## config.mk

```make
export PLATFORM = sky130hd
export DESIGN_NAME = dap_axi_host
export DESIGN_NICKNAME = d
export VERILOG_FILES = /design/src/rtl/dap_pkg.sv /design/src/rtl/dap_sync.sv /design/src/rtl/dap_beat_gen.sv /design/src/rtl/dap_axi_host.sv
export VERILOG_INCLUDE_DIRS = /design/src /design/src/rtl
export SDC_FILE = /design/constraint.sdc
export NUM_CORES = 1
export LEC_CHECK = 0
export BUFFER_PORTS_ARGS = -buffer_cell sky130_fd_sc_hd__buf_2
export CORE_AREA = 2 2 306 308
export CTS_BUF_LIST = sky130_fd_sc_hd__clkbuf_16
export CTS_CLUSTER_DIAMETER = 100
export DETAILED_ROUTE_END_ITERATION = 8
export DIE_AREA = 0 0 308 310
export PLACE_DENSITY = 0.54
export SYNTH_ARGS = -nofsm -noshare
export SYNTH_HDL_FRONTEND = slang
export SYNTH_HIERARCHICAL = 1
export SYNTH_SLANG_ARGS = --single-unit
export TNS_END_PERCENT = 1
```

## constraint.sdc

```tcl
create_clock -name clk_i -period 3.2 [get_ports clk_i]
set_clock_uncertainty 0.2 [all_clocks]
set_input_delay 0.16 -clock clk_i [delete_from_list [all_inputs] [get_ports clk_i]]
set_output_delay 0.16 -clock clk_i [all_outputs]
set_load 0.1 [all_outputs]
```

## src/rtl/dap_defines.svh

```systemverilog
// Constants for the AXI4 write/read master that drives one DDR port
`ifndef DAP_DEFINES_SVH
`define DAP_DEFINES_SVH
// ****************************************
// Link field widths
// ****************************************
`define DAP_ADDR_W    33
`define DAP_DATA_W    512
`define DAP_STRB_W    64
`define DAP_ID_W      6
`define DAP_LEN_W     8
`define DAP_SIZE_W    3
`define DAP_QOS_W     4
`define DAP_CACHE_W   4
`define DAP_RESP_W    2
`define DAP_PAT_REP   16
// ****************************************
// Burst codes and limits
// ****************************************
`define DAP_BURST_INCR      2'h1
`define DAP_BURST_WRAP      2'h2
`define DAP_ALLSTRB_MAX_LEN 8'h0F
// ****************************************
// Link clock: half period in clk_i cycles
// ****************************************
`define DAP_ACLK_HALF 4
`define DAP_PH_W      4
`define DAP_SYNC_W    12
// ****************************************
// Software registers (word index)
// ****************************************
`define DAP_REG_AW      3
`define DAP_REG_CTRL    3'h0
`define DAP_REG_ADDR_LO 3'h1
`define DAP_REG_ADDR_HI 3'h2
`define DAP_REG_CMD     3'h3
`define DAP_REG_WPAT    3'h4
`define DAP_REG_STRB_LO 3'h5
`define DAP_REG_STRB_HI 3'h6
`define DAP_REG_STATUS  3'h7
// CTRL bits
`define DAP_CTRL_WR 0
`define DAP_CTRL_RD 1
// CMD fields
`define DAP_CMD_LEN   7:0
`define DAP_CMD_SIZE  10:8
`define DAP_CMD_BURST 12:11
`define DAP_CMD_ID    18:13
`define DAP_CMD_LOCK  19
`define DAP_CMD_QOS   23:20
`define DAP_CMD_CACHE 27:24
`define DAP_CMD_APC   28
`define DAP_CMD_ALLS  29
`define DAP_CMD_COBUF 30
// STATUS bits
`define DAP_ST_BUSY   0
`define DAP_ST_WDONE  1
`define DAP_ST_RDONE  2
`define DAP_ST_RESP   4:3
`define DAP_ST_BID    10:5
`endif

```

## src/rtl/dap_pkg.sv

```systemverilog
// Types shared by the DDR port master modules
`include "dap_defines.svh"
package dap_pkg;
   // ****************************************
   // Channel payloads
   // ****************************************
   typedef struct packed {
      logic [`DAP_ADDR_W-1:0]  addr;
      logic [1:0]              burst;
      logic [`DAP_ID_W-1:0]    id;
      logic [`DAP_LEN_W-1:0]   len;
      logic [`DAP_SIZE_W-1:0]  size;
      logic                    lock;
      logic [`DAP_QOS_W-1:0]   qos;
      logic                    apcmd;
      logic [`DAP_CACHE_W-1:0] cache;
      logic                    allstrb;
      logic                    cobuf;
   } dap_aw_t;

   typedef struct packed {
      logic [`DAP_ADDR_W-1:0] addr;
      logic [1:0]             burst;
      logic [`DAP_ID_W-1:0]   id;
      logic [`DAP_LEN_W-1:0]  len;
      logic [`DAP_SIZE_W-1:0] size;
      logic                   lock;
      logic [`DAP_QOS_W-1:0]  qos;
      logic                   apcmd;
   } dap_ar_t;

   typedef struct packed {
      logic [`DAP_DATA_W-1:0] data;
      logic [`DAP_STRB_W-1:0] strb;
      logic                   last;
   } dap_w_t;

   typedef struct packed {
      logic [`DAP_ID_W-1:0]   id;
      logic [`DAP_RESP_W-1:0] resp;
   } dap_b_t;

   // ****************************************
   // Sequencer states
   // ****************************************
   typedef enum logic [1:0] {
      DAP_IDLE  = 2'b00,
      DAP_WRITE = 2'b01,
      DAP_WRESP = 2'b10,
      DAP_READ  = 2'b11
   } dap_state_t;
endpackage : dap_pkg

```

## src/rtl/dap_sync.sv

```systemverilog
// Two-flop synchroniser for inputs arriving from the link pins
`timescale 1ns/100ps
`include "dap_defines.svh"
module dap_sync #(
   parameter int W = `DAP_SYNC_W
) (
   // Clock and reset
   input  wire logic         clk_i,
   input  wire logic         nrst_i,
   // Data
   input  wire logic [W-1:0] d_i,
   output logic      [W-1:0] q_o
);
   logic [W-1:0] s1_reg;

   // First stage is read only by the second
   always_ff @(posedge clk_i or negedge nrst_i)
   begin
      if (!nrst_i)
      begin
         s1_reg <= '0;
         q_o    <= '0;
      end
      else
      begin
         s1_reg <= d_i;
         q_o    <= s1_reg;
      end
   end
endmodule : dap_sync

```

## src/rtl/dap_beat_gen.sv

```systemverilog
// Write beat generator: data pattern, strobes and last flag per beat
`timescale 1ns/100ps
`include "dap_defines.svh"
module dap_beat_gen (
   // Clock and reset
   input  wire logic                   clk_i,
   input  wire logic                   nrst_i,
   // Control
   input  wire logic                   load_i,
   input  wire logic                   adv_i,
   input  wire logic [31:0]            pat_i,
   input  wire logic [`DAP_STRB_W-1:0] strb_i,
   input  wire logic                   full_i,
   input  wire logic [`DAP_LEN_W-1:0]  len_i,
   // Beat out
   output dap_pkg::dap_w_t             w_o
);
   logic [`DAP_LEN_W-1:0] beat_reg;
   logic [`DAP_LEN_W-1:0] beat_next;
   dap_pkg::dap_w_t       w_next;

   // Beat payload only moves on load or advance, so it holds while valid
   always_comb
   begin
      beat_next = beat_reg;
      w_next    = w_o;
      if (load_i || adv_i)
      begin
         beat_next   = load_i ? '0 : beat_reg + 8'h01;
         w_next.data = {`DAP_PAT_REP{pat_i + {24'h000000, beat_next}}};
         w_next.strb = full_i ? '1 : strb_i;
         w_next.last = (beat_next == len_i);
      end
   end

   // Beat registers
   always_ff @(posedge clk_i or negedge nrst_i)
   begin
      if (!nrst_i)
      begin
         beat_reg <= '0;
         w_o      <= '0;
      end
      else
      begin
         beat_reg <= beat_next;
         w_o      <= w_next;
      end
   end
endmodule : dap_beat_gen

```

## src/rtl/dap_axi_host.sv

```systemverilog
// AXI4 master that drives one port of a DDR controller
// Function
// - Write beats carry 512 data bits and a 64-bit byte strobe.
// - Write-last marks only the final beat of each write burst.
// - Write-valid only with valid data; device readies when it accepts.
// - Burst type 01 incrementing, 10 wrapping, on both address channels.
// - Both address channels carry a 33-bit first-transfer address.
// - Both address channels carry an 8-bit burst length.
// - Both address channels carry a 3-bit transfer size.
// - Address valid only with valid fields; ready per channel from device.
// - Both address channels carry a 6-bit transaction identifier.
// - Both address channels carry a lock-type bit.
// - Read address carries a QoS priority hint.
// - Write address carries a QoS priority hint.
// - Write address carries a 4-bit memory-type field.
// - Full-strobe writes are limited to 16 beats.
// - Port signals follow the port clock; low reset holds the port.
`timescale 1ns/100ps
`include "dap_defines.svh"
module dap_axi_host #(
   parameter int ACLK_HALF = `DAP_ACLK_HALF
) (
   // Clock and reset
   input  wire logic                   clk_i,
   input  wire logic                   nrst_i,
   // Software register port
   input  wire logic [`DAP_REG_AW-1:0] sw_addr_i,
   input  wire logic [31:0]            sw_wdata_i,
   input  wire logic                   sw_wr_i,
   input  wire logic                   sw_rd_i,
   output logic      [31:0]            sw_rdata_o,
   // Port clock and reset
   output logic                        aclk_o,
   output logic                        port_reset_n_o,
   // Write address channel
   output dap_pkg::dap_aw_t            aw_o,
   output logic                        awvalid_o,
   input  wire logic                   awready_i,
   // Write data channel
   output dap_pkg::dap_w_t             w_o,
   output logic                        wvalid_o,
   input  wire logic                   wready_i,
   // Read address channel
   output dap_pkg::dap_ar_t            ar_o,
   output logic                        arvalid_o,
   input  wire logic                   arready_i,
   // Write response channel
   input  wire logic                   bvalid_i,
   input  wire dap_pkg::dap_b_t        b_i,
   output logic                        bready_o
);
   localparam logic [`DAP_PH_W-1:0] LAST_PH = `DAP_PH_W'(2*ACLK_HALF-1);
   localparam logic [`DAP_PH_W-1:0] FALL_PH = `DAP_PH_W'(ACLK_HALF-1);

   // ****************************************
   // Functions
   // ****************************************
   // Only the two documented burst codes go out; others fall back to INCR
   function automatic logic [1:0] legal_burst(input logic [1:0] b);
      legal_burst = (b == `DAP_BURST_WRAP) ? `DAP_BURST_WRAP
                                           : `DAP_BURST_INCR;
   endfunction : legal_burst

   // ****************************************
   // Declarations
   // ****************************************
   dap_pkg::dap_state_t    state_reg, state_next;
   logic [`DAP_PH_W-1:0]   ph_reg, ph_next;
   logic                   aclk_next, prst_next;
   logic                   launch_reg, launch_next;
   logic                   awv_next, wv_next, arv_next, brdy_next;
   logic                   aw_hs_reg, aw_hs_next;
   logic                   w_hs_reg, w_hs_next;
   logic                   ar_hs_reg, ar_hs_next;
   logic                   b_hs_reg, b_hs_next;
   dap_pkg::dap_aw_t       aw_next;
   dap_pkg::dap_ar_t       ar_next;
   logic [31:0]            alo_reg, alo_next;
   logic                   ahi_reg, ahi_next;
   logic [31:0]            cmd_reg, cmd_next;
   logic [31:0]            pat_reg, pat_next;
   logic [63:0]            strb_reg, strb_next;
   logic                   wdone_reg, wdone_next;
   logic                   rdone_reg, rdone_next;
   dap_pkg::dap_b_t        bst_reg, bst_next;
   logic [31:0]            rdata_next;
   logic                   load, adv, rise_ev, fall_ev;
   logic [`DAP_LEN_W-1:0]  len_eff;
   logic                   awrdy_s, wrdy_s, arrdy_s, bvld_s;
   dap_pkg::dap_b_t        b_s;

   // ****************************************
   // Input synchronisers
   // ****************************************
   // Pins come from another timing domain; all flags lag by two cycles
   dap_sync #(.W(`DAP_SYNC_W)) u_sync (
      .clk_i  (clk_i),
      .nrst_i (nrst_i),
      .d_i    ({awready_i, wready_i, arready_i, bvalid_i, b_i}),
      .q_o    ({awrdy_s, wrdy_s, arrdy_s, bvld_s, b_s})
   );

   // ****************************************
   // Write beat generator
   // ****************************************
   dap_beat_gen u_beat (
      .clk_i  (clk_i),
      .nrst_i (nrst_i),
      .load_i (load),
      .adv_i  (adv),
      .pat_i  (pat_reg),
      .strb_i (strb_reg),
      .full_i (cmd_reg[`DAP_CMD_ALLS]),
      .len_i  (aw_next.len),             // Length of the burst being loaded
      .w_o    (w_o)
   );

   // Port clock edges: sample at the rise, drive at the fall
   assign rise_ev = (ph_reg == LAST_PH);
   assign fall_ev = (ph_reg == FALL_PH);
   assign len_eff = (cmd_reg[`DAP_CMD_ALLS] &&
                     cmd_reg[`DAP_CMD_LEN] > `DAP_ALLSTRB_MAX_LEN)
                    ? `DAP_ALLSTRB_MAX_LEN : cmd_reg[`DAP_CMD_LEN];

   // ****************************************
   // Next-state logic
   // ****************************************
   always_comb
   begin
      ph_next     = (ph_reg == LAST_PH) ? '0 : ph_reg + 4'h1;
      aclk_next   = (ph_next < `DAP_PH_W'(ACLK_HALF));
      prst_next   = 1'b1;
      state_next  = state_reg;
      launch_next = launch_reg;
      awv_next    = awvalid_o;
      wv_next     = wvalid_o;
      arv_next    = arvalid_o;
      brdy_next   = bready_o;
      aw_hs_next  = aw_hs_reg;
      w_hs_next   = w_hs_reg;
      ar_hs_next  = ar_hs_reg;
      b_hs_next   = b_hs_reg;
      aw_next     = aw_o;
      ar_next     = ar_o;
      alo_next    = alo_reg;
      ahi_next    = ahi_reg;
      cmd_next    = cmd_reg;
      pat_next    = pat_reg;
      strb_next   = strb_reg;
      wdone_next  = wdone_reg;
      rdone_next  = rdone_reg;
      bst_next    = bst_reg;
      load        = 1'b0;
      adv         = 1'b0;
      // Software writes; done flags are write-one-to-clear
      if (sw_wr_i)
      begin
         case (sw_addr_i)
            `DAP_REG_ADDR_LO: alo_next  = sw_wdata_i;
            `DAP_REG_ADDR_HI: ahi_next  = sw_wdata_i[0];
            `DAP_REG_CMD:     cmd_next  = sw_wdata_i;
            `DAP_REG_WPAT:    pat_next  = sw_wdata_i;
            `DAP_REG_STRB_LO: strb_next[31:0]  = sw_wdata_i;
            `DAP_REG_STRB_HI: strb_next[63:32] = sw_wdata_i;
            `DAP_REG_STATUS:
            begin
               if (sw_wdata_i[`DAP_ST_WDONE])
                  wdone_next = 1'b0;
               if (sw_wdata_i[`DAP_ST_RDONE])
                  rdone_next = 1'b0;
            end
            default: ;
         endcase
      end
      // Handshakes are judged at the port clock rise
      if (rise_ev)
      begin
         if (awvalid_o && awrdy_s)
            aw_hs_next = 1'b1;
         if (wvalid_o && wrdy_s)
            w_hs_next = 1'b1;
         if (arvalid_o && arrdy_s)
            ar_hs_next = 1'b1;
         if (bready_o && bvld_s)
         begin
            b_hs_next = 1'b1;
            bst_next  = b_s;
         end
      end
      case (state_reg)
         dap_pkg::DAP_IDLE:
         begin
            // Start requests while busy are ignored
            if (sw_wr_i && sw_addr_i == `DAP_REG_CTRL)
            begin
               aw_next.addr    = {ahi_reg, alo_reg};
               aw_next.burst   = legal_burst(cmd_reg[`DAP_CMD_BURST]);
               aw_next.id      = cmd_reg[`DAP_CMD_ID];
               aw_next.len     = len_eff;
               aw_next.size    = cmd_reg[`DAP_CMD_SIZE];
               aw_next.lock    = cmd_reg[`DAP_CMD_LOCK];
               aw_next.qos     = cmd_reg[`DAP_CMD_QOS];
               aw_next.apcmd   = cmd_reg[`DAP_CMD_APC];
               aw_next.cache   = cmd_reg[`DAP_CMD_CACHE];
               aw_next.allstrb = cmd_reg[`DAP_CMD_ALLS];
               aw_next.cobuf   = cmd_reg[`DAP_CMD_COBUF];
               ar_next.addr    = {ahi_reg, alo_reg};
               ar_next.burst   = legal_burst(cmd_reg[`DAP_CMD_BURST]);
               ar_next.id      = cmd_reg[`DAP_CMD_ID];
               ar_next.len     = cmd_reg[`DAP_CMD_LEN];
               ar_next.size    = cmd_reg[`DAP_CMD_SIZE];
               ar_next.lock    = cmd_reg[`DAP_CMD_LOCK];
               ar_next.qos     = cmd_reg[`DAP_CMD_QOS];
               ar_next.apcmd   = cmd_reg[`DAP_CMD_APC];
               if (sw_wdata_i[`DAP_CTRL_WR])
               begin
                  state_next = dap_pkg::DAP_WRITE;
                  load       = 1'b1;
               end
               else if (sw_wdata_i[`DAP_CTRL_RD])
                  state_next = dap_pkg::DAP_READ;
            end
         end
         dap_pkg::DAP_WRITE:
         begin
            if (fall_ev && !launch_reg)
            begin
               launch_next = 1'b1;
               awv_next    = 1'b1;
               wv_next     = 1'b1;
            end
            else if (fall_ev)
            begin
               // Valid drops only after its transfer completed
               if (aw_hs_reg)
               begin
                  awv_next   = 1'b0;
                  aw_hs_next = 1'b0;
               end
               if (w_hs_reg)
               begin
                  w_hs_next = 1'b0;
                  if (w_o.last)
                     wv_next = 1'b0;
                  else
                     adv = 1'b1;
               end
               if (!awv_next && !wv_next)
               begin
                  state_next = dap_pkg::DAP_WRESP;
                  brdy_next  = 1'b1;
               end
            end
         end
         dap_pkg::DAP_WRESP:
         begin
            // Ready stays up until the response is taken
            if (fall_ev && b_hs_reg)
            begin
               brdy_next   = 1'b0;
               b_hs_next   = 1'b0;
               wdone_next  = 1'b1;
               launch_next = 1'b0;
               state_next  = dap_pkg::DAP_IDLE;
            end
         end
         dap_pkg::DAP_READ:
         begin
            if (fall_ev && !launch_reg)
            begin
               launch_next = 1'b1;
               arv_next    = 1'b1;
            end
            else if (fall_ev && ar_hs_reg)
            begin
               arv_next    = 1'b0;
               ar_hs_next  = 1'b0;
               rdone_next  = 1'b1;
               launch_next = 1'b0;
               state_next  = dap_pkg::DAP_IDLE;
            end
         end
         default: state_next = dap_pkg::DAP_IDLE;
      endcase
   end

   // Read mux; data stand for one cycle only
   always_comb
   begin
      rdata_next = 32'h00000000;
      if (sw_rd_i)
      begin
         case (sw_addr_i)
            `DAP_REG_ADDR_LO: rdata_next = alo_reg;
            `DAP_REG_ADDR_HI: rdata_next = {31'h0, ahi_reg};
            `DAP_REG_CMD:     rdata_next = cmd_reg;
            `DAP_REG_WPAT:    rdata_next = pat_reg;
            `DAP_REG_STRB_LO: rdata_next = strb_reg[31:0];
            `DAP_REG_STRB_HI: rdata_next = strb_reg[63:32];
            `DAP_REG_STATUS:
            begin
               rdata_next[`DAP_ST_BUSY]  = (state_reg != dap_pkg::DAP_IDLE);
               rdata_next[`DAP_ST_WDONE] = wdone_reg;
               rdata_next[`DAP_ST_RDONE] = rdone_reg;
               rdata_next[`DAP_ST_RESP]  = bst_reg.resp;
               rdata_next[`DAP_ST_BID]   = bst_reg.id;
            end
            default: rdata_next = 32'h00000000;
         endcase
      end
   end

   // ****************************************
   // Registers
   // ****************************************
   always_ff @(posedge clk_i or negedge nrst_i)
   begin
      if (!nrst_i)
      begin
         state_reg      <= dap_pkg::DAP_IDLE;
         ph_reg         <= '0;
         aclk_o         <= 1'b0;
         port_reset_n_o <= 1'b0;
         launch_reg     <= 1'b0;
         awvalid_o      <= 1'b0;
         wvalid_o       <= 1'b0;
         arvalid_o      <= 1'b0;
         bready_o       <= 1'b0;
         aw_hs_reg      <= 1'b0;
         w_hs_reg       <= 1'b0;
         ar_hs_reg      <= 1'b0;
         b_hs_reg       <= 1'b0;
         aw_o           <= '0;
         ar_o           <= '0;
         alo_reg        <= '0;
         ahi_reg        <= 1'b0;
         cmd_reg        <= '0;
         pat_reg        <= '0;
         strb_reg       <= '0;
         wdone_reg      <= 1'b0;
         rdone_reg      <= 1'b0;
         bst_reg        <= '0;
         sw_rdata_o     <= '0;
      end
      else
      begin
         state_reg      <= state_next;
         ph_reg         <= ph_next;
         aclk_o         <= aclk_next;
         port_reset_n_o <= prst_next;
         launch_reg     <= launch_next;
         awvalid_o      <= awv_next;
         wvalid_o       <= wv_next;
         arvalid_o      <= arv_next;
         bready_o       <= brdy_next;
         aw_hs_reg      <= aw_hs_next;
         w_hs_reg       <= w_hs_next;
         ar_hs_reg      <= ar_hs_next;
         b_hs_reg       <= b_hs_next;
         aw_o           <= aw_next;
         ar_o           <= ar_next;
         alo_reg        <= alo_next;
         ahi_reg        <= ahi_next;
         cmd_reg        <= cmd_next;
         pat_reg        <= pat_next;
         strb_reg       <= strb_next;
         wdone_reg      <= wdone_next;
         rdone_reg      <= rdone_next;
         bst_reg        <= bst_next;
         sw_rdata_o     <= rdata_next;
      end
   end
endmodule : dap_axi_host

```

=== Yosys cells after proc, flatten, opt, wreduce, memory -nomap -nowiden ===
Index checks and enable logic that the tools add are counted.

* Reduce and logical (&&, ||, !) cells: 34
* Equality and inequality tests: 24
* Mux-type cells: 82
* Add/sub/neg operators: 3
* $lt $le $gt $ge: 2

{| class="wikitable"
|+ Operator list
! cell !! number
|-
| $pmux W21 S5 || 1
|-
| $pmux W11 S7 || 1
|-
| $mux W64 || 1
|-
| $mux W1 || 60
|-
| $mux W23 || 2
|-
| $add A32 B8 Y32 || 1
|-
| $mux W32 || 1
|-
| $mux W2 || 10
|-
| $reduce_and A2 Y1 || 10
|-
| $mux W8 || 2
|-
| $ne A2 B2 Y1 const B || 8
|-
| $eq A3 B3 Y1 const B || 4
|-
| $logic_and A1 B1 Y1 || 10
|-
| $add A8 B1 Y8 const B || 1
|-
| $eq A8 B8 Y1 || 1
|-
| $gt A8 B4 Y1 const B || 1
|-
| $pmux W2 S4 || 1
|-
| $reduce_and A8 Y1 || 1
|-
| $reduce_bool A2 Y1 || 4
|-
| $eq A2 B2 Y1 const B || 3
|-
| $eq A3 B2 Y1 const B || 2
|-
| $ne A3 B3 Y1 const B || 2
|-
| $reduce_and A5 Y1 || 1
|-
| $add A4 B1 Y4 const B || 1
|-
| 14 further kinds || 16
|}

* Logic and storage cells: 187
* Register bits: 901

=== Logic depth before layout (Yosys ltp) ===
Gate-level depths: netlist of the first run.

* Word-level depth: 11
* Depth in mapped cells: 16
* Depth with buffers taken out: 12

=== Modules after synthesis ===
Netlist of the first run, hierarchy kept.

{| class="wikitable"
|+ By module, submodules not included
! module !! sequential area each (um2) !! area an instance (um2) !! instances !! cells each
|-
| dap_axi_host || 7307.0 || 12433.2 || 1 || 1010
|-
| dap_beat_gen || 2627.5 || 8688.3 || 1 || 1050
|-
| dap_sync || 600.6 || 600.6 || 1 || 24
|}

=== Worst setup path after synthesis of the first run ===
OpenSTA, ideal clock, no wires.

* Kind: reg2reg
* Start: register state_reg[1]
* End: register, netlist name u_beat/w_o[571]
* Buffers on the path: 2
* Data arrival time: 2946 ps
* Library setup time: 131 ps
* Stages on the path, launching flop included: 15
* Setup slack: -77 ps
* Clock period less this slack: 3277 ps
* Path through: dfrtp_1 nor2_1 and3_1 buf_2 and2_1 clkbuf_1 nor2_1 ha_1 fa_1 a211oi_1 o21ai_1 nand4_2 nor2_1 xnor2_1 o21ai_1

* Word-level cells in the longest chain between the ends: 4
* Elaborated cells between the ends (all ways): 7
* Those cells by class: 1 x add/sub; 1 x eq/ne; 3 x mux; 2 x reduce/logical

{| class="wikitable"
|+ RTL lines
! what !! RTL line !! RTL
|-
| from (decl) || dap_axi_host.sv:67 || <nowiki>dap_pkg::dap_state_t state_reg, state_next;</nowiki>
|-
| from (signal assigned) || dap_axi_host.sv:320 || <nowiki>state_reg <= dap_pkg::DAP_IDLE;</nowiki>
|-
| from (signal assigned) || dap_axi_host.sv:347 || <nowiki>state_reg <= state_next;</nowiki>
|-
| $logic_not A2 Y1 (*) || dap_axi_host.sv:190 || <nowiki>case (state_reg)</nowiki>
|-
| $mux W1 (*) || dap_axi_host.sv:190 ||
|-
| via load || dap_axi_host.sv:87 || <nowiki>logic load, adv, rise_ev, fall_ev;</nowiki>
|-
| $mux W8 || dap_beat_gen.sv:29 || <nowiki>beat_next = load_i ? '0 : beat_reg + 8'h01;</nowiki>
|-
| $add A32 B8 Y32 || dap_beat_gen.sv:30 || <nowiki>w_next.data = {`DAP_PAT_REP{pat_i + {24'h000000, beat_next}}};</nowiki>
|}

The timed path passes the listed nets; every way through them passes the cells marked *.
A chain may end at the register's enable or synchronous reset.

=== Final worst setup path of the first run ===
* Start: register state_reg[1]
* End: register, netlist name u_beat/w_o[574]

* Word-level cells in the longest chain between the ends: 4
* Elaborated cells between the ends (all ways): 7
* Those cells by class: 1 x add/sub; 1 x eq/ne; 3 x mux; 2 x reduce/logical

{| class="wikitable"
|+ RTL lines
! what !! RTL line
|-
| $logic_not A2 Y1 (*) || dap_axi_host.sv:190
|-
| $mux W1 (*) || dap_axi_host.sv:190
|-
| via load || dap_axi_host.sv:87
|-
| $mux W8 || dap_beat_gen.sv:29
|-
| $add A32 B8 Y32 || dap_beat_gen.sv:30
|}

Marked as above.

==> run metrics, run 1 <==
Synth async-reset ratio 1.000; Placed Instances 3524; H-tree depth 2; CP max FO 6; Final HPWL DP between 60000 and 70000 um; synthesized area roughly 22000 sq um; initial antenna violation count 10; post-synth top area share 0.4850; area taken by multi-input logic gates about 7000 sq um; crit end category register; Remaining DRCs 0; sequential area share after synthesis 0.4850; clock latency on the worst-skew pair 590 ps; Required @ worst endpoint 3450 ps; Synth Instances ~2.1k; register area about 11000 sq um; Vias 15.80k; Die Height 310 um; net count after synthesis roughly 2.1k; Final Hold Fails 0; area growth from synthesis to layout 18.12%; Setup CP Type reg -> reg; met2 Usage GRT 0.2782; Post-synth EDFFs 0; drt via density between 4 and 5; worst-case clock buffer depth 3; die area about 95000 sq um; Port Buffer Count approximately 790; dominant synthesized flop cell dfrtp_1; GR Util All Layers 0.1673; CTS root buf clkbuf_16; IO Pins just under 800; fin nets ~2.5k; final wirelength 83680 um; met3 usage 0.05687; Initial Util 0.2349; first-pass GRT wire length between 100000 and 150000 um; crit path DAT roughly 3300 ps; total gr overflow 0; WL/cell approximately 23 um; final setup fails 0; first-pass iteration count of the detailed router 6; max-cap viol count 0; placed inst area 23600 sq um; Post-DRT Antenna Nets 0; fill count 9848; clock slew at reported path FFs around 60 ps; share of cells above drive strength 1 0.3990; Rows 112; Area contributors post-synth dfrtp_1 48%, buf_4 19%, mux2_1 10%; fmax about 320 MHz; largest net degree at the start of global routing 88; YS warnings 6; vias in the first global route ~15k; fin crit share 0.9663; clk sink count 421; grt peak-use layer met2; CTS tree done; Finished Layout Cells between 3k and 4k; Yosys top cell by area dfrtp_1; core area about 92000 sq um; worst relative slew slack 0.2996; Hold WC Path Type in -> async; Placer Congestion 0.8186; Seq cells post-synth about 420; post-route minimum period 3092 ps; type of origin of the critical path register; design area ~26000 sq um; outcome finished, final reports clean; Die X 308 um; total CTS buffers 44; Synth cell types 66; Util after Layout 0.2774; GR Util met1 0.2055; max FFs per register 97; drt initial violations approximately 1.1k; Least-Margin Pin Slew approximately 1100 ps; max-slew violation count 0; synthesized area per cell between 10 and 15 sq um
==> metal layers <==
metal | part of all wire | wire (um) | vias up
li1 | - | - | 7132
met1 | 0.41 | 34600 | 8004
met2 | 0.48 | 39990 | 568
met3 | 0.083 | 6904 | 90
met4 | 0.026 | 2138 | 8
met5 | 0.00062 | 52 | -
==> cells in the mapped netlist, types with 3 or more instances <==
cell type  count
xnor2_1       14
nand3b_1       7
and2_1         5
nor2_1        57
nor3_2         3
mux2_1       197
a211oi_1       8
a32o_1         3
a22o_1        23
nor4_1         3
o21ai_1       20
inv_1          7
buf_4        539
nand4_1       14
nand2_1      389
mux4_2         3
a221oi_1       6
o21ai_0       88
o22a_1         5
ha_1          10
a222oi_1      21
nor3b_1        3
a21o_1         8
a21oi_2        3
nor3_1         5
nor2b_1        6
buf_2         50
a21oi_1       21
dfrtp_1      421
nand3_1       17
xor2_1        28
o21a_1         3
and3_1        10
mux2i_1       11
clkbuf_1      35
==> cell type report <==
cell class                      instances  share of cell area
Inverter                                8            0.001170
Multi-Input combinational cell       1029              0.2678
Clock inverter                         32            0.009460
Tap cell                             1197             0.05837
Antenna cell                            6           0.0005852
Timing Repair Buffer                  932              0.2091
Clock buffer                           44             0.04291
Sequential cell                       421              0.4107
==> placed cells by master, fill, tap and decap left out, types with 14 or more instances in the layout <==
master	Yosys	final
o21ai_1	20	18
a22o_1	23	23
mux2_1	197	197
a21oi_1	21	20
inv_1	7	18
dfrtp_1	421	419
xnor2_1	14	14
nor2_1	57	52
nand2_1	389	388
o21ai_0	88	88
dlygate4sd3_1	0	59
xor2_1	28	28
clkbuf_16	0	44
a222oi_1	21	21
buf_12	0	14
nand4_1	14	14
nand3_1	17	15
buf_2	50	786
buf_4	539	71
==> logic make-up (layout without fill, tap and decap cells) <==
| family | count (synthesis) | after routing | synth area share |
|---|---|---|---|
| adders and majority gates | 11 | 11 | 0.006682 |
| other | 1 | 7 | 0.0001726 |
| and+or+nand+nor | 538 | 538 | 0.1058 |
| buffers and inverters | 634 | 1016 | 0.2056 |
| DFF | 421 | 421 | 0.4850 |
| muxes | 214 | 214 | 0.1120 |
| xor gates and xnor gates | 42 | 42 | 0.01693 |
| AOI/OAI and AO/OA | 223 | 223 | 0.06785 |
==> final timing paths <==
| path | startpoint | end | slack [ps] | cells after the start |
|---|---|---|---|---|
| worst max register to register | state_reg[1]$_DFFE_PN0P_ | u_beat/w_o[574]$_DFFE_PN0P_ | 110 | 13 |
| worst min-delay path | nrst_i | u_sync/s1_reg[7]$_DFF_PN0_ | 20 | 2 |
| worst min register to register | u_sync/s1_reg[7]$_DFF_PN0_ | u_sync/q_o[7]$_DFF_PN0_ | 150 | 0 |
| max in group asynchronous | nrst_i | alo_reg[13]$_DFFE_PN0P_ | 1930 | 3 |
| min in group clk_i | sw_addr_i[1] | sw_rdata_o[6]$_DFF_PN0_ | 20 | 5 |
| worst max-delay path | state_reg[1]$_DFFE_PN0P_ | u_beat/w_o[574]$_DFFE_PN0P_ | 110 | 13 |
==> timing repair <==
item                                    in CTS  in global routing
buffers inserted                             0                  4
pin swaps                                    0                  4
endpoints found under the hold margin      341                  0
hold buffers                                59                  0
endpoints found under the setup margin       4                 22
gates resized for setup                      1                 16
==> worst max-delay path: stages (launching register included) <==
cell	delay (ps)
dfrtp_1	400
nor2_2	140
and3_4	200
and2_2	210
buf_4	170
nor2b_1	80
ha_1	280
a21o_1	140
nand4_1	200
a31oi_4	290
buf_4	140
nand3_1	80
xnor2_1	160
mux2_2	260
==> metrics by stage <==
step	setup WS [ps]	hold slack [ps]	TNS [ps]
floorplan	-40.30	-335.6	-319.4
global placement	-77.15	68.62	-273.0
detailed placement	-100.5	69.32	-298.2
CTS	9.392	5.469	0
global route	-25.20	37.00	-48.60
finish	107.8	15.26	0
Power of run 1 is not shown: default switching activity piles up to over one toggle a cycle in this logic, so the estimate is an artifact.
==> run 2: changes to the inputs <==
--- a/config.mk
+++ b/config.mk
@@ -12,7 +12,8 @@
 export CTS_CLUSTER_DIAMETER = 100
 export DETAILED_ROUTE_END_ITERATION = 8
 export DIE_AREA = 0 0 308 310
-export PLACE_DENSITY = 0.54
+export PLACE_DENSITY = 0.52
+export SKIP_LAST_GASP = 1
 export SYNTH_ARGS = -nofsm -noshare
 export SYNTH_HDL_FRONTEND = slang
 export SYNTH_HIERARCHICAL = 1
==> constraint.sdc (replaced) <==
create_clock -name clk_i -period 3.1 [get_ports clk_i]
set_clock_uncertainty 0.2 [all_clocks]
set_input_delay 0.155 -clock clk_i [delete_from_list [all_inputs] [get_ports clk_i]]
set_output_delay 0.155 -clock clk_i [all_outputs]
set_load 0.1 [all_outputs]
==> run 2 against run 1 <==
Effect of this change: clock-buffer cell count unchanged; via count up 1.9%; utilization up 0.36 points; critical path type unchanged.
==> run metrics, run 2 (synthesized netlist as in run 1, its figures left out) <==
crit end category register (unchanged); Setup TNS 0 ps (unchanged); fmax 328.5 MHz (was 323.4 MHz); met3 wire length 5601 um (was 6904 um); met2 wire length 40150 um (was 39990 um); Crit. Startpoint state_reg[0]$_DFFE_PN0P_ (was state_reg[1]$_DFFE_PN0P_); Remaining DRCs 0 (unchanged); clock latency on the worst-skew pair 590 ps (about the same); initial antenna violation count 10 (unchanged); commonest cells after routing, fill and taps aside 786 x buf_2, 420 x dfrtp_1, 388 x nand2_1 (was 786 x buf_2, 419 x dfrtp_1, 388 x nand2_1); Least-Margin Pin Slew 1062 ps (was 1051 ps); Die Height 310 um (unchanged); worst relative slew slack 0.2919 (was 0.2996); Die X 308 um (unchanged); worst path cell trace nor2_2 > buf_4 > and3_4 > and2_4 > buf_6 > nor2_1 > ha_1 > nand4_1 > a31oi_4 > buf_6 > nand4_1 > xor2_1 > o21ai_1 (was nor2_2 > and3_4 > and2_2 > buf_4 > nor2b_1 > ha_1 > a21o_1 > nand4_1 > a31oi_4 > buf_4 > nand3_1 > xnor2_1 > mux2_2); H-tree depth 2 (unchanged); CTS tree done (unchanged); IO Pins 788 (unchanged); total gr overflow 0 (unchanged); Setup CP Type reg -> reg (unchanged); Slowest-stage cell, CP dfrtp_1 (unchanged); max-slew violation count 0 (unchanged); share of cells above drive strength 1 0.4062 (was 0.3990); RSZ-0062 raised after global routing true; max-cap viol count 0 (unchanged); GR Util All Layers 0.1647 (was 0.1673); Post-Route M1 WL 34910 um (was 34600 um); CTS root buf clkbuf_16 (unchanged); CP max FO 6 (unchanged); total CTS buffers 44 (unchanged); final wirelength 82780 um (was 83680 um); Worst R2R Start state_reg[0]$_DFFE_PN0P_ (was state_reg[1]$_DFFE_PN0P_); area growth from synthesis to layout 19.64% (was 18.12%); core area 92490 sq um (unchanged); worst-case clock buffer depth 3 (unchanged); die area 95480 sq um (unchanged); max FFs per register 97 (unchanged); Required @ worst endpoint 3410 ps (was 3450 ps); Hold WC Path Type in -> reg (was in -> async); Final HPWL DP 61280 um (was 62060 um); clock slew at reported path FFs 60 ps (about the same); fin crit share 0.9819 (was 0.9663); post-route minimum period 3044 ps (was 3092 ps); first-pass GRT wire length 112500 um (was 114200 um); drt via density 4.348 (was 4.307); Initial Util 0.2349 (unchanged); Rows 112 (unchanged); Final Hold Fails 0 (unchanged); slowest cell delay on critical path 380 ps (was 400 ps); type of origin of the critical path register (unchanged); commonest non-fill, non-tap cell in the layout buf_2 (unchanged); Worst Hold Launch sw_addr_i[1]; outcome finished, final reports clean (unchanged); crit path DAT 3350 ps (was 3340 ps); Vias 16.10k (was 15.80k); first-pass iteration count of the detailed router 5 (was 6); drt initial violations 967 (was 1108); WL/cell 22.36 um (was 22.81 um); vias in the first global route 14.81k (was 14.74k); fill count 9771 (was 9848); Placer Congestion 0.8073 (was 0.8186); Port Buffer Count 787 (unchanged); clk sink count 421 (unchanged); fin nets 2530 (was 2498); Highest Signal Layer met5 (unchanged); Post-DRT Antenna Nets 0 (unchanged); largest net degree at the start of global routing 79 (was 88); final setup fails 0 (unchanged)
[run 2: stage by stage]
stage / util / std cells / hold slack [ps] / setup slack [ps] / area [sq um]
2_1_floorplan: - / 2084 / -340.6 / -3.794 / 21740
3_3_place_gp: 0.2560 / 3539 / 19.51 / -164.4 / 23680
3_5_place_dp: 0.2560 / 3539 / 20.12 / -142.8 / 23680
4_1_cts: 0.2788 / 3688 / 115.5 / -7.982 / 25790
5_1_grt: 0.2809 / 3698 / 127.1 / -69.02 / 25980
6_report: 0.2810 / 3702 / 137.5 / 56.16 / 25990
[run 2: layout make-up]
type | count | area (sq um) | share of cell area
inverter | 8 | 30.03 | 0.001156
sequential | 421 | 10540 | 0.4054
multi-input combinational | 1029 | 6927 | 0.2665
timing repair buffer | 964 | 5587 | 0.2150
antenna | 4 | 10.01 | 0.0003852
tap | 1197 | 1498 | 0.05763
clock inverter | 35 | 299.0 | 0.01151
clock buffer | 44 | 1101 | 0.04237
[run 2: final timing paths]
kind	slack [ps]	to	cells after the start
max in group asynchronous	1050	ar_o[23]$_DFFE_PN0P_	4
min in group asynchronous	520	ar_o[24]$_DFFE_PN0P_	3
worst max register to register	60	u_beat/w_o[566]$_DFFE_PN0P_	13
worst min register to register	140	u_sync/q_o[5]$_DFF_PN0_	0
worst max-delay path	60	u_beat/w_o[566]$_DFFE_PN0P_	13
worst min-delay path	140	sw_rdata_o[6]$_DFF_PN0_	6
[run 2: routing by layer]
| layer | up-vias | GRT usage |
|---|---|---|
| met5 | - | 0 |
| met4 | 8 | 0.04379 |
| met3 | 113 | 0.04189 |
| met2 | 613 | 0.2786 |
| met1 | 8154 | 0.2084 |
| li1 | 7207 | - |
[run 2: repair_timing]
item                                   4_1_cts  5_1_grt
gates cloned                                 0        1
endpoints found under the hold margin      523        0
setup endpoints to repair                   26       28
hold buffers                                69        0
pin swaps                                    1       16
buffers inserted                             1        9
resized for setup                            4       24
[run 2: worst max-delay path: cells and delay by family (launching register included)]
family                     cells  cell delay (ps)
AOI/OAI and AO/OA              2              460
buffers and inverters          3              420
DFF                            1              380
xor gates and xnor gates       1              210
and+or+nand+nor                6              940
adders and majority gates      1              340
Power of run 2 is left out for the same reason.
==> run 3: changes to the inputs <==
--- a/config.mk
+++ b/config.mk
@@ -8,7 +8,6 @@
 export LEC_CHECK = 0
 export BUFFER_PORTS_ARGS = -buffer_cell sky130_fd_sc_hd__buf_2
 export CORE_AREA = 2 2 306 308
-export CTS_BUF_LIST = sky130_fd_sc_hd__clkbuf_16
 export CTS_CLUSTER_DIAMETER = 100
 export DETAILED_ROUTE_END_ITERATION = 8
 export DIE_AREA = 0 0 308 310
==> constraint.sdc (replaced) <==
create_clock -name clk_i -period 3.3 [get_ports clk_i]
set_clock_uncertainty 0.2 [all_clocks]
set_input_delay 0.165 -clock clk_i [delete_from_list [all_inputs] [get_ports clk_i]]
set_output_delay 0.165 -clock clk_i [all_outputs]
set_load 0.1 [all_outputs]
==> run 3 against run 2 <==
Effect of this change: cell count is 0.32% lower; flip-flop and latch count is the same; global-route usage up 0.24 points; design area decreased by 0.52%; largest cell class unchanged.
==> run metrics, run 3 (synthesized netlist as in run 1, its figures left out) <==
Finished Layout Cells 3690 (was 3702); die area 95480 sq um (unchanged); Final HPWL DP 61950 um (was 61280 um); vias in the first global route 14.79k (was 14.81k); final setup margin 165.4 ps (was 56.16 ps); Rows 112 (unchanged); core area 92490 sq um (unchanged); Required @ worst endpoint 3500 ps (was 3410 ps); H-tree depth 2 (unchanged); post-route minimum period 3135 ps (was 3044 ps); GR Util All Layers 0.1671 (was 0.1647); fin nets 2511 (was 2530); clk sink count 421 (unchanged); Initial Util 0.2349 (unchanged); CTS root buf clkbuf_16 (unchanged); Setup TNS 0 ps (unchanged); drt via density 4.320 (was 4.348); Placed Instances 3538 (was 3539); max-cap viol count 0 (unchanged); outcome finished, final reports clean (unchanged); clock slew at reported path FFs 70 ps (was 60 ps); crit path DAT 3340 ps (was 3350 ps); Crit. Startpoint state_reg[1]$_DFFE_PN0P_ (was state_reg[0]$_DFFE_PN0P_); first-pass GRT wire length 113900 um (was 112500 um); final wirelength 83520 um (was 82780 um); worst-case clock buffer depth 3 (unchanged); CP max FO 5 (was 6); CTS tree done (unchanged); Post-DRT Antenna Nets 0 (unchanged); Remaining DRCs 0 (unchanged); Die X 308 um (unchanged); max FFs per register 97 (unchanged); Placer Congestion 0.8079 (was 0.8073); type of origin of the critical path register (unchanged); share of cells above drive strength 1 0.4034 (was 0.4062); max-slew violation count 0 (unchanged); commonest cells after routing, fill and taps aside 786 x buf_2, 420 x dfrtp_1, 388 x nand2_1 (unchanged); Final Hold Fails 0 (unchanged); Hold WC Path Type in -> async (was in -> reg); IO Pins 788 (unchanged); commonest non-fill, non-tap cell in the layout buf_2 (unchanged); WL/cell 22.63 um (was 22.36 um); total gr overflow 0 (unchanged); initial antenna violation count 7 (was 10); drt initial violations 942 (was 967); worst relative slew slack 0.1285 (was 0.2919); WHS 38.86 ps (was 137.5 ps); post-place setup slack -133.5 ps (was -142.8 ps); Die Height 310 um (unchanged); fin crit share 0.9499 (was 0.9819); Least-Margin Pin Slew 1302 ps (was 1062 ps); RSZ-0062 raised after global routing true (unchanged); clock latency on the worst-skew pair 590 ps (about the same); first-pass iteration count of the detailed router 6 (was 5); final setup fails 0 (unchanged); crit end category register (unchanged); largest net degree at the start of global routing 93 (was 79); Setup CP Type reg -> reg (unchanged); total CTS buffers 45 (was 44); area growth from synthesis to layout 19.01% (was 19.64%); Port Buffer Count 787 (unchanged); fill count 9827 (was 9771); Worst R2R Start state_reg[1]$_DFFE_PN0P_ (was state_reg[0]$_DFFE_PN0P_); Vias 15.94k (was 16.10k); fmax 319.0 MHz (was 328.5 MHz)
-- run 3: worst paths after layout --
check                           slack, ps  cells after the start                           to
worst max-delay path                  170                     14  u_beat/w_o[569]$_DFFE_PN0P_
worst min-delay path                   40                      2     sw_rdata_o[15]$_DFF_PN0_
worst max register to register        170                     14  u_beat/w_o[569]$_DFFE_PN0P_
worst min register to register        150                      0      u_sync/q_o[0]$_DFF_PN0_
max in group asynchronous            1880                      3   u_beat/w_o[26]$_DFFE_PN0P_
min in group clk_i                     50                      4      sw_rdata_o[0]$_DFF_PN0_
-- run 3: critical path: stages, from the launching register on --
cell and delay, ps:
dfrtp_1 390, nor2_1 110, buf_4 130, and3_4 180, and2_4 180, buf_4 120
nor2_1 50, ha_1 230, fa_2 410, a211oi_2 310, o21ai_2 160, nand4_2 200
nor3_2 60, xnor2_1 140, o21ai_1 70
-- run 3: what timing repair did --
item,CTS,global route
setup endpoints to repair,21,26
hold buffers,60,0
endpoints found under the hold margin,371,0
setup buffers,0,1
resized for setup,4,4
pin swaps,0,2
-- run 3: area by class of cell --
type / instances / area (sq um) / area share
inverters: 8 / 30.03 / 0.001162
well taps: 1197 / 1498 / 0.05794
clock buffers: 64 / 1289 / 0.04985
repair buffers: 944 / 5390 / 0.2085
flip-flops and latches: 421 / 10540 / 0.4076
diodes: 9 / 22.52 / 0.0008712
clock inverters: 18 / 260.3 / 0.01007
multi-input cells: 1029 / 6825 / 0.2640
-- run 3: per-layer routing --
| metal | GRT usage | share of wire | up-vias |
|---|---|---|---|
| met5 | 0 | 0.00050 | - |
| met4 | 0.03766 | 0.019 | 6 |
| met3 | 0.05442 | 0.081 | 88 |
| met2 | 0.2788 | 0.48 | 613 |
| met1 | 0.2098 | 0.42 | 8079 |
| li1 | - | - | 7154 |
-- run 3: stage by stage --
stage | utilization | area, sq um
after global routing | 0.2793 | 25830
after floorplan | - | 21720
final | 0.2795 | 25850
after detailed placement | 0.2555 | 23630
after CTS | 0.2790 | 25800
after global placement | 0.2555 | 23630
Power of run 3 is left out for the same reason.
